==> src/adcsq_consts.vh <==
`ifndef ADCSQ_CONSTS_VH
`define ADCSQ_CONSTS_VH

// System clock period in ns (10 MHz)
`define ADCSQ_CLK_PERIOD_NS     100

// Result and conversion-clock counter widths
`define ADCSQ_RES_W             10
`define ADCSQ_PRESC_W           7
`define ADCSQ_CYC_W             5

// Conversion lengths in conversion clock cycles
`define ADCSQ_LEN_NORMAL        5'h0D
`define ADCSQ_LEN_FIRST         5'h19
// Cycle index whose falling half holds the sample-and-hold
`define ADCSQ_SH_NORMAL         5'h01
`define ADCSQ_SH_FIRST          5'h0D

// Successive-approximation start pattern (MSB trial)
`define ADCSQ_SAR_MSB           10'h200

// Reference select encodings
`define ADCSQ_REF_EXTERNAL      2'h0
`define ADCSQ_REF_SUPPLY        2'h1
`define ADCSQ_REF_INTERNAL      2'h3

// Channel select encodings
`define ADCSQ_CH_SE_LAST        5'h07
`define ADCSQ_CH_GAIN_A_FIRST   5'h08
`define ADCSQ_CH_GAIN_B_FIRST   5'h0B
`define ADCSQ_CH_COMMON_FIRST   5'h0E
`define ADCSQ_CH_COMMON_LAST    5'h14
`define ADCSQ_CH_BANDGAP        5'h1E
`define ADCSQ_CH_GROUND         5'h1F

// Gain encodings
`define ADCSQ_GAIN_1X           2'h0
`define ADCSQ_GAIN_10X          2'h1
`define ADCSQ_GAIN_200X         2'h2

// Analog pin numbers used by differential pairs
`define ADCSQ_PIN_0             3'h0
`define ADCSQ_PIN_1             3'h1
`define ADCSQ_PIN_2             3'h2
`define ADCSQ_PIN_3             3'h3

`endif

==> src/adcsq_presc.v <==
`timescale 1ns/100ps
`include "adcsq_consts.vh"

module adcsq_presc (
    input  wire       clk,
    input  wire       rst_n,
    input  wire       enable,
    input  wire [2:0] div_sel,
    output reg        rise_tick,
    output reg        fall_tick,
    output reg        half_clk
);

    reg  [`ADCSQ_PRESC_W-1:0] cnt_r;
    wire [`ADCSQ_PRESC_W-1:0] mask;
    wire [`ADCSQ_PRESC_W-1:0] cnt_nxt;

    // Divide by 2^sel, with select zero also dividing by two
    function [`ADCSQ_PRESC_W-1:0] div_mask;
        input [2:0] sel;
        reg   [2:0] k;
        begin
            k = (sel == 3'h0) ? 3'h1 : sel;
            div_mask = (7'h01 << k) - 7'h01;
        end
    endfunction

    assign mask    = div_mask(div_sel);
    assign cnt_nxt = cnt_r + 7'h01;

    always @* begin
        rise_tick = enable && ((cnt_r & mask) == mask);
        fall_tick = enable && ((cnt_r & mask) == (mask >> 1));
    end

    // Counter is held at zero whenever the converter is off
    always @(posedge clk or negedge rst_n) begin
        if (!rst_n) begin
            cnt_r    <= 7'h00;
            half_clk <= 1'b0;
        end else if (!enable) begin
            cnt_r    <= 7'h00;
            half_clk <= 1'b0;
        end else begin
            cnt_r <= cnt_nxt;
            if (rise_tick) begin
                half_clk <= ~half_clk;
            end
        end
    end

endmodule

==> src/adcsq_top.v <==
`timescale 1ns/100ps
`include "adcsq_consts.vh"

module adcsq_top (
    input  wire       CLK,
    input  wire       RST_N,
    input  wire       CONVERTER_ENABLE,
    input  wire       CONVERSION_START_WR,
    input  wire       FREE_RUN_SELECT,
    input  wire       CONVERSION_INTERRUPT_ENABLE,
    input  wire       DONE_FLAG_CLEAR,
    input  wire       INT_VECTOR_ACK,
    input  wire       LEFT_ADJUST_SELECT,
    input  wire [2:0] CLOCK_DIVIDER_SELECT,
    input  wire [1:0] REFERENCE_SELECT,
    input  wire [4:0] INPUT_CHANNEL_SELECT,
    input  wire       RESULT_LOW_READ,
    input  wire       RESULT_HIGH_READ,
    input  wire       COMPARATOR_HIGH,
    output reg        ANALOG_POWER_ON,
    output reg        REF_SUPPLY_ON,
    output reg        REF_INTERNAL_ON,
    output reg  [2:0] POS_INPUT_SEL,
    output reg  [2:0] NEG_INPUT_SEL,
    output reg  [1:0] GAIN_SEL,
    output reg        GAIN_BYPASS,
    output reg        SELECT_BANDGAP,
    output reg        SELECT_GROUND,
    output reg  [9:0] SAR_DAC_CODE,
    output reg        SAMPLE_HOLD,
    output wire       CONVERSION_START_BIT,
    output wire       CONVERSION_DONE_FLAG,
    output wire       CONVERTING,
    output wire       IRQ,
    output reg  [7:0] RESULT_LOW_BYTE,
    output reg  [7:0] RESULT_HIGH_BYTE
);

    wire        rise_tick;
    wire        fall_tick;
    wire        half_clk;

    reg         start_r;
    reg         busy_r;
    reg         first_r;
    reg         extra_r;
    reg         diff_r;
    reg         done_r;
    reg         lock_r;
    reg  [4:0]  cyc_r;
    reg  [9:0]  ptr_r;
    reg  [9:0]  res_r;
    reg  [1:0]  ref_app_r;
    reg  [10:0] chan_app_r;

    wire [10:0] chan_dec;
    wire        begin_conv;
    wire        last_cyc;
    wire        complete;
    wire        restart;
    wire [4:0]  len;
    wire [4:0]  sh_cyc;
    wire [9:0]  trial;
    wire [4:0]  cyc_nxt;

    adcsq_presc u_presc (
        .clk       (CLK),
        .rst_n     (RST_N),
        .enable    (CONVERTER_ENABLE),
        .div_sel   (CLOCK_DIVIDER_SELECT),
        .rise_tick (rise_tick),
        .fall_tick (fall_tick),
        .half_clk  (half_clk)
    );

    // Packed: {diff, pos[2:0], neg[2:0], gain[1:0], bandgap, ground}
    function [10:0] chan_decode;
        input [4:0] ch;
        reg   [4:0] off;
        begin
            chan_decode = {1'b0, 3'h0, 3'h0, `ADCSQ_GAIN_1X, 1'b0, 1'b1};
            if (ch <= `ADCSQ_CH_SE_LAST) begin
                chan_decode = {1'b0, ch[2:0], 3'h0,
                               `ADCSQ_GAIN_1X, 1'b0, 1'b0};
            end else if (ch < `ADCSQ_CH_GAIN_B_FIRST) begin
                off = ch - `ADCSQ_CH_GAIN_A_FIRST;
                chan_decode = {1'b1, `ADCSQ_PIN_1, `ADCSQ_PIN_0,
                               off[1:0], 1'b0, 1'b0};
            end else if (ch < `ADCSQ_CH_COMMON_FIRST) begin
                off = ch - `ADCSQ_CH_GAIN_B_FIRST;
                chan_decode = {1'b1, `ADCSQ_PIN_3, `ADCSQ_PIN_2,
                               off[1:0], 1'b0, 1'b0};
            end else if (ch <= `ADCSQ_CH_COMMON_LAST) begin
                off = ch - `ADCSQ_CH_COMMON_FIRST;
                // Positive walks pins 0,2..7 skipping the common pin
                if (off != 5'h00) begin
                    off = off + 5'h01;
                end
                chan_decode = {1'b1, off[2:0], `ADCSQ_PIN_1,
                               `ADCSQ_GAIN_1X, 1'b0, 1'b0};
            end else if (ch == `ADCSQ_CH_BANDGAP) begin
                chan_decode = {1'b0, 3'h0, 3'h0,
                               `ADCSQ_GAIN_1X, 1'b1, 1'b0};
            end
        end
    endfunction

    function [7:0] align_byte;
        input [9:0] r;
        input       left;
        input       high;
        begin
            if (left) begin
                align_byte = high ? r[9:2] : {r[1:0], 6'h00};
            end else begin
                align_byte = high ? {6'h00, r[9:8]} : r[7:0];
            end
        end
    endfunction

    assign chan_dec   = chan_decode(INPUT_CHANNEL_SELECT);
    assign begin_conv = start_r && !busy_r && rise_tick;
    assign len        = first_r ? `ADCSQ_LEN_FIRST :
                        (`ADCSQ_LEN_NORMAL + {4'h0, extra_r});
    assign sh_cyc     = first_r ? `ADCSQ_SH_FIRST :
                        (`ADCSQ_SH_NORMAL + {4'h0, extra_r});
    assign last_cyc   = (cyc_r == (len - 5'h01));
    assign complete   = busy_r && rise_tick && last_cyc;
    assign restart    = complete && FREE_RUN_SELECT;
    assign cyc_nxt    = cyc_r + 5'h01;
    assign trial      = COMPARATOR_HIGH ? SAR_DAC_CODE
                                        : (SAR_DAC_CODE & ~ptr_r);

    assign CONVERSION_START_BIT = start_r;
    assign CONVERSION_DONE_FLAG = done_r;
    assign CONVERTING           = busy_r;
    assign IRQ = done_r && CONVERSION_INTERRUPT_ENABLE;

    // Conversion sequencer
    always @(posedge CLK or negedge RST_N) begin
        if (!RST_N) begin
            start_r      <= 1'b0;
            busy_r       <= 1'b0;
            first_r      <= 1'b1;
            extra_r      <= 1'b0;
            cyc_r        <= 5'h00;
            ptr_r        <= 10'h000;
            SAR_DAC_CODE <= 10'h000;
            SAMPLE_HOLD  <= 1'b0;
        end else if (!CONVERTER_ENABLE) begin
            // Switching off aborts and rearms the long first conversion
            start_r      <= 1'b0;
            busy_r       <= 1'b0;
            first_r      <= 1'b1;
            extra_r      <= 1'b0;
            cyc_r        <= 5'h00;
            ptr_r        <= 10'h000;
            SAMPLE_HOLD  <= 1'b0;
        end else begin
            SAMPLE_HOLD <= busy_r && fall_tick && (cyc_r == sh_cyc);
            if (busy_r && fall_tick && (cyc_r == sh_cyc)) begin
                ptr_r        <= `ADCSQ_SAR_MSB;
                SAR_DAC_CODE <= `ADCSQ_SAR_MSB;
            end else if (busy_r && rise_tick && (ptr_r != 10'h000)) begin
                ptr_r        <= ptr_r >> 1;
                SAR_DAC_CODE <= trial | (ptr_r >> 1);
            end
            if (CONVERSION_START_WR) begin
                start_r <= 1'b1;
            end else if (complete && !FREE_RUN_SELECT) begin
                start_r <= 1'b0;
            end
            if (begin_conv) begin
                busy_r  <= 1'b1;
                cyc_r   <= 5'h00;
                // Sync delay only when the half clock is high at start
                extra_r <= chan_app_r[10] && half_clk;
            end else if (restart) begin
                cyc_r   <= 5'h00;
                first_r <= 1'b0;
                extra_r <= chan_app_r[10];
            end else if (complete) begin
                busy_r  <= 1'b0;
                first_r <= 1'b0;
                extra_r <= 1'b0;
            end else if (busy_r && rise_tick) begin
                cyc_r <= cyc_nxt;
            end
        end
    end

    // Result capture, read lock and completion flag
    always @(posedge CLK or negedge RST_N) begin
        if (!RST_N) begin
            res_r  <= 10'h000;
            lock_r <= 1'b0;
            done_r <= 1'b0;
        end else begin
            if (complete && !lock_r) begin
                res_r <= SAR_DAC_CODE;
            end
            if (RESULT_HIGH_READ) begin
                lock_r <= 1'b0;
            end else if (RESULT_LOW_READ) begin
                lock_r <= 1'b1;
            end
            // A completion beats a clear in the same cycle
            if (complete) begin
                done_r <= 1'b1;
            end else if (DONE_FLAG_CLEAR || INT_VECTOR_ACK) begin
                done_r <= 1'b0;
            end
        end
    end

    // Selections follow software only while enabled and not converting,
    // plus the completion cycle so a free-run restart sees the new pick
    always @(posedge CLK or negedge RST_N) begin
        if (!RST_N) begin
            ref_app_r  <= `ADCSQ_REF_EXTERNAL;
            chan_app_r <= {1'b0, 3'h0, 3'h0, `ADCSQ_GAIN_1X, 1'b0, 1'b1};
        end else if (CONVERTER_ENABLE && (!busy_r || complete)) begin
            ref_app_r  <= REFERENCE_SELECT;
            chan_app_r <= chan_dec;
        end
    end

    // Registered analog controls and aligned result bytes
    always @(posedge CLK or negedge RST_N) begin
        if (!RST_N) begin
            ANALOG_POWER_ON  <= 1'b0;
            REF_SUPPLY_ON    <= 1'b0;
            REF_INTERNAL_ON  <= 1'b0;
            POS_INPUT_SEL    <= 3'h0;
            NEG_INPUT_SEL    <= 3'h0;
            GAIN_SEL         <= `ADCSQ_GAIN_1X;
            GAIN_BYPASS      <= 1'b1;
            SELECT_BANDGAP   <= 1'b0;
            SELECT_GROUND    <= 1'b0;
            RESULT_LOW_BYTE  <= 8'h00;
            RESULT_HIGH_BYTE <= 8'h00;
        end else begin
            ANALOG_POWER_ON  <= CONVERTER_ENABLE;
            REF_SUPPLY_ON    <= CONVERTER_ENABLE &&
                                (ref_app_r == `ADCSQ_REF_SUPPLY);
            REF_INTERNAL_ON  <= CONVERTER_ENABLE &&
                                (ref_app_r == `ADCSQ_REF_INTERNAL);
            POS_INPUT_SEL    <= chan_app_r[9:7];
            NEG_INPUT_SEL    <= chan_app_r[6:4];
            GAIN_SEL         <= chan_app_r[3:2];
            GAIN_BYPASS      <= !chan_app_r[10];
            SELECT_BANDGAP   <= chan_app_r[1];
            SELECT_GROUND    <= chan_app_r[0];
            RESULT_LOW_BYTE  <= align_byte(res_r, LEFT_ADJUST_SELECT, 1'b0);
            RESULT_HIGH_BYTE <= align_byte(res_r, LEFT_ADJUST_SELECT, 1'b1);
        end
    end

endmodule

==> config.mk <==
export PLATFORM = sky130hd
export DESIGN_NAME = adcsq_top
export DESIGN_NICKNAME = d
export VERILOG_FILES = /design/src/adcsq_presc.v /design/src/adcsq_top.v
export VERILOG_INCLUDE_DIRS = /design/src
export SDC_FILE = /design/constraint.sdc
export NUM_CORES = 1
export LEC_CHECK = 0
export CAP_MARGIN = 5
export CORE_UTILIZATION = 45
export CTS_CLUSTER_DIAMETER = 50
export CTS_CLUSTER_SIZE = 16
export DETAILED_ROUTE_END_ITERATION = 6
export DONT_BUFFER_PORTS = 1
export PLACE_DENSITY = 0.59
export REMOVE_ABC_BUFFERS = 1
export SYNTH_ARGS = -nofsm -noshare
export SYNTH_HDL_FRONTEND = slang
export SYNTH_SLANG_ARGS = --single-unit
==> constraint.sdc <==
create_clock -name CLK -period 4.9 [get_ports CLK]
set_clock_uncertainty 0.15 [all_clocks]
set_input_delay 0.49 -clock CLK [delete_from_list [all_inputs] [get_ports CLK]]
set_output_delay 0.49 -clock CLK [all_outputs]
set_load 0.05 [all_outputs]
==> out/metrics.yaml, run 1 <==
final_common_cell: "dfrtp_1"
place_ws_ns: 1.30
power.static_leakage_nw: 2.06
yosys.area_share.simple: 0.173
synth.avg_cell_area_um2: 11.0
finalWirelength_um: 7700
final_area_um2: 4440
rsz0062_at_grt: "false"
vias: 2681
drc: 0
synth_compound_area_frac: 0.111
ys_seq_area_frac: 0.544
synth-xor-area-share: 0.0251
ios: 67
async_flop_share: 1.00
die_w_um: 98.6
htree_levels: 3
die_y_um: 98.6
worstMarginPinSlew_ns: 1.07
synth_top_area_cell: "dfrtp_1"
worst-path-max-fanout: 12
final_cell_mix: "88 x dfrtp_1, 39 x nand2_1, 28 x a21oi_1"
final_nets: 408
final_period_minus_worst_setup_slack_ns: 3.23
n_antenna_cell: 0
antenna_found_initial: 0
yosys.area.top_type_share: 0.525
ys_top_cells_by_area: "dfrtp_1 52%, mux2_2 6.4%, nand2_1 3.5%"
dp_hpwl_um: 5090
fin_crit_sh: 0.659
synth.mux.area_fraction: 0.0775
p_comb_frac: 0.066
netlist_area_um2: 4200
numCtsBuffers: 9
cp.arrival_ns: 3.32
finalHoldViolCount: 0
synth_top_family_by_area: "simple AND/OR/NAND/NOR gates"
core_area_um2: 8890
post_cts_buffers: 0
power_mw: 1.40
fmax_mhz: 310
netSwitchingPower_uw: 389
p_clk_frac: 0.332
portBuffers: 0
synthDistinctLibCells: 58
critPathLaunchType: "input pin"
nFillCells: 799
globalplace.congestion: 0.840
grt_usage: 0.176
grt_max_degree: 92
crit_required_ns: 4.99
synthAdderAreaFrac: 0.0268
p_sw_frac: 0.278
slew_headroom: 0.281
insertion_delay_ns: 0.35
tns_ns: 0
hold_path_class: "input pin to flop"
die_area_um2: 9710
ys.flop_type: "dfrtp_1"
worst-r2r-setup-slack_ns: 1.92
powerDensity_nw_per_um2: 315
synth_edf_count: 0
pwr-share-seq: 0.602
initial_utilization: 0.472
synth_seq_cells: 91
synthCells: 383
setup_viol: 0
drt_iter0_drc: 190
ir_drop_mv: 0.140
gr-total-overflow: 0
clk_root_buffer_cell: "clkbuf_8"
yosysWarnings: 0
numClockSinks: 91
status: "finished clean"
cp-end-kind: "flop"
maxCapViolCount: 0
clk_pin_slew_worst_paths_ns: 0.10
grt_pass1_wl_um: 13400
drv_slew: 0
ctsResizeCount: 0
p_int_mw: 1.01
whs_ns: 0.0312
dpl_cell_area_um2: 4210
firstDrtPassIters: 4
vias_per_cell: 5.47
crit_type: "input pin to flop"
drive_gt1_frac: 0.141
setup_ws_ns: 1.67
tritoncts: "built"
num_rows: 34
area_growth_pct: 5.73
drtAntennaViolNets: 0
avgRoutedWirePerCell_um: 15.7
grt_pass1_vias: 2643
clockBufferDepth: 2
[through the flow]
stage,instances,utilization
floorplan,363,-
global placement,471,0.474
detailed placement,471,0.474
CTS,490,0.499
global route,490,0.499
finish,490,0.499
[sequential cells by signal, indices dropped and copies added, names as in the netlist, 3 cells and up]
signal            cells
SAR_DAC_CODE         10
cyc_r                 5
ptr_r                10
u_presc.cnt_r         7
RESULT_LOW_BYTE       8
POS_INPUT_SEL         3
res_r                10
RESULT_HIGH_BYTE      8
chan_app_r           10
[layer usage]
metal	vias to the layer above	track usage	wire [um]
met5	-	0	0
met4	0	0.0631	114
met1	1315	0.249	3710
li1	1301	-	-
met2	56	0.259	3530
met3	9	0.0532	345
[final timing paths]
path                                          from            endpoint  depth (start not counted)
min                             LEFT_ADJUST_SELECT  RESULT_LOW_BYTE[5]                          1
max                        CLOCK_DIVIDER_SELECT[1]        ref_app_r[1]                          8
max reg2reg                       u_presc.cnt_r[2]        ref_app_r[1]                          6
min reg2reg                          chan_app_r[1]      SELECT_BANDGAP                          0
max in group asynchronous                    RST_N             first_r                          2
min in group asynchronous                    RST_N          CONVERTING                          2
[critical path, cell delays in order]
cell and delay [ns]:
or2_2 0.28, ha_1 0.26, nor2b_1 0.16, mux2_4 0.29
nor4_4 0.68, nand2_1 0.15, a21oi_2 0.61, mux2_2 0.41
[power by group through the flow]
stage	registers (mW)	logic, mW	clock network (mW)
after CTS	0.842	0.0932	0.482
after detailed placement	0.856	0.0736	0
final	0.841	0.0916	0.464
after floorplan	0.850	0.0627	0
after global placement	0.857	0.0723	0
after global routing	0.845	0.104	0.515
[synth_stat cells (3+ instances only)]
cell       n
dfrtp_1   88
nor2b_1    9
a21oi_1   28
xor2_1     5
nand3b_1   3
clkbuf_1   8
mux2i_1    4
buf_4      4
ha_1       9
nor3_1     6
nor2_1    22
buf_6      3
and2_1    12
and3_1     3
xnor2_1    7
nand2b_1   7
nand2_1   39
a31oi_1   10
o21ai_0   12
a21o_1     5
mux2_2    24
nand3_1   12
buf_2      4
dfstp_2    3
inv_1     15
[logic make-up (layout without fill, tap and decap cells)]
| kind of cell | count (synthesis) | count (layout) |
|---|---|---|
| AO/OA/AOI/OAI | 74 | 74 |
| XOR/XNOR | 12 | 12 |
| adder cells (fa/ha/maj) | 9 | 9 |
| buffers and inverters | 35 | 34 |
| flip-flops | 91 | 91 |
| multiplexers | 29 | 29 |
| other | 2 | 2 |
| AND/OR/NAND/NOR | 131 | 131 |
[repair_timing]
item / 4_1_cts / 5_1_grt
setup endpoints to repair: 0 / 0
hold buffers: 3 / 0
hold endpoints to repair: 93 / 0
[final cells by class]
type,count,area (um^2),area share
Clock buffer,10,128,0.0288
Clock inverter,6,48.8,0.0110
Inverter,15,56.3,0.0127
Multi-Input combinational cell,257,1740,0.392
Sequential cell,91,2280,0.514
Tap cell,108,135,0.0305
Timing Repair Buffer,3,47.5,0.0107
Power figures use the tool's default switching activity.
==> run 2, diff against run 1 <==
PLACE_DENSITY = 0.61   (was 0.59)
clock period = 2.7 ns   (was 4.9 ns; I/O delays follow)
==> run 2 against run 1 <==
  * Combinational power increased by 110%
  * Total power increased by 100%
  * Sequential power increased by 81%
  * Utilization increased by 2.9 points
  * Sequential share of layout area decreased by 2.8 points
  * Highest routed layer unchanged
  * Wire length increased by 4.4%
  * Final area increased by 5.8%
  * Clock-buffer cell count decreased by 1
  * Sequential cell count unchanged
  * Critical path depth decreased by 2
  * Critical endpoint is now SAR_DAC_CODE[4]
  * Via count increased by 3.3%
  * Setup slack got worse by 1.3 ns
==> out/metrics.yaml, run 2 (same netlist as run 1, synthesis figures left out) <==
status: "finished clean"  # unchanged
grt_usage: 0.183  # was 0.176
globalplace.congestion: 0.797  # was 0.840
cp.arrival_ns: 2.47  # was 3.32 ns
clockBufferDepth: 2  # unchanged
final_period_minus_worst_setup_slack_ns: 2.37
firstDrtPassIters: 4  # unchanged
grt_max_degree: 92  # unchanged
ios: 67  # unchanged
fin_crit_sh: 0.879
register_area_um2: 2280  # unchanged
multi_input_area_um2: 1740  # unchanged
portBuffers: 0  # unchanged
gr-total-overflow: 0  # unchanged
final_common_cell: "dfrtp_1"  # unchanged
n_antenna_cell: 0  # unchanged
tritoncts: "built"  # unchanged
vias_per_cell: 5.43  # was 5.47
tns_ns: 0  # unchanged
nFillCells: 804  # was 799
insertion_delay_ns: 0.36  # was 0.35 ns
antenna_found_initial: 0  # unchanged
clk_root_buffer_cell: "clkbuf_8"  # unchanged
post_cts_buffers: 0  # unchanged
ir_drop_mv: 0.426  # was 0.140 mV
numCtsBuffers: 9  # unchanged
place_ws_ns: 0.117  # was 1.30 ns
drv_slew: 0  # unchanged
cp_slowest_cell: "dfrtp_1"  # was nor4_4
drc: 0  # unchanged
ctsResizeCount: 0  # unchanged
grt_pass1_vias: 2831  # was 2643
dp_hpwl_um: 5340  # was 5090 um
die_y_um: 98.6  # unchanged
whs_ns: 0.00735  # was 0.0312 ns
worst-path-max-fanout: 21  # was 12
crit_family: "simple AND/OR/NAND/NOR gates"  # unchanged
die_w_um: 98.6  # unchanged
power.static_leakage_nw: 2.20  # was 2.06 nW
setup_viol: 0  # unchanged
area_growth_pct: 11.9  # was 5.73%
fmax_mhz: 421
final_nets: 429  # was 408
crit_chain: "or3b_1, a2111oi_2, a41oi_1, nor4_4, buf_4, a31oi_1"  # was or2_2, ha_1, nor2b_1, mux2_4, nor4_4, nand2_1, a21oi_2, mux2_2
drt_iter0_drc: 115  # was 190
maxCapViolCount: 0  # unchanged
worstPathBufferInverterCount: 1  # was 0
critPathLaunchType: "flop"  # was input pin
avgRoutedWirePerCell_um: 15.8  # was 15.7 um
drtAntennaViolNets: 0  # unchanged
numClockSinks: 91  # unchanged
crit_required_ns: 2.79  # was 4.99 ns
powerDensity_nw_per_um2: 599  # was 315 nW/um^2
drive_gt1_frac: 0.159  # was 0.141
final_util: 0.528  # was 0.499
finalWirelength_um: 8040  # was 7700 um
hold_path_class: "input pin to flop"  # unchanged
initial_utilization: 0.472  # unchanged
crit_type: "flop to flop"  # was input pin to flop
grt_pass1_wl_um: 13900  # was 13400 um
slew_headroom: 0.544  # was 0.281
ctsHoldBuffers: 14  # was 3
clk_pin_slew_worst_paths_ns: 0.09  # was 0.10 ns
finalHoldViolCount: 0  # unchanged
die_area_um2: 9710  # unchanged
vias: 2769  # was 2681
setup_ws_ns: 0.326  # was 1.67 ns
cp-end-kind: "flop"  # unchanged
worstMarginPinSlew_ns: 0.679  # was 1.07 ns
num_rows: 34  # unchanged
final_cell_mix: "88 x dfrtp_1, 39 x nand2_1, 28 x a21oi_1"  # unchanged
core_area_um2: 8890  # unchanged
htree_levels: 3  # unchanged
rsz0062_at_grt: "false"  # unchanged
critPathMaxStageDelay_ns: 0.53  # was 0.68 ns
-- run 2: changes by cell type in the layout (fill, tap and decap cells not counted) --
cell,delta
clkinv_4,-1
buf_12,+1
clkbuf_1,-1
buf_4,+9
clkinvlp_4,-1
bufinv_16,+3
dlygate4sd3_1,+11
inv_6,-1
-- run 2: stage by stage --
stage                     area, um^2  std cells  total power, mW
after floorplan                 4080        363             1.66
after global placement          4300        481             1.69
after detailed placement        4300        481             1.69
after CTS                       4690        510             2.85
after global routing            4690        510             2.93
final                           4690        510             2.81
-- run 2: worst reg2reg max path: stages (launching register included) --
cell	delay (ns)
dfrtp_1	0.53
or3b_1	0.40
a2111oi_2	0.37
a41oi_1	0.13
nor4_4	0.31
buf_4	0.29
a31oi_1	0.09
-- run 2: layer usage --
metal / global-route usage / vias up / share of wire
li1: - / 1353 / -
met1: 0.246 / 1350 / 0.47
met3: 0.0348 / 9 / 0.041
met2: 0.288 / 57 / 0.47
met4: 0.0850 / 0 / 0.014
met5: 0 / - / 0
-- run 2: worst paths after layout --
kind	startpoint	slack, ns	to	cells after the start
min in group asynchronous	RST_N	0.32	res_r[4]	2
setup reg to reg	cyc_r[0]	0.33	SAR_DAC_CODE[4]	6
hold reg to reg	chan_app_r[7]	0.23	POS_INPUT_SEL[0]	0
setup / recovery	cyc_r[0]	0.33	SAR_DAC_CODE[4]	6
max in group asynchronous	RST_N	1.71	first_r	2
hold / removal	FREE_RUN_SELECT	0.007	CONVERSION_START_BIT	2
-- run 2: area by class of cell --
type / count / area share
inverter: 15 / 0.0120
timing repair buffer: 24 / 0.0522
clock inverter: 6 / 0.0243
clock buffer: 9 / 0.0264
sequential: 91 / 0.486
multi-input combinational: 257 / 0.370
tap: 108 / 0.0288
-- run 2: power breakdown --
part / internal [mW] / total, mW / switching [mW] / leakage (nW)
Clock: 0.614 / 1.10 / 0.481 / 0.117
Combinational: 0.0874 / 0.190 / 0.103 / 0.870
Sequential: 1.41 / 1.52 / 0.112 / 1.21
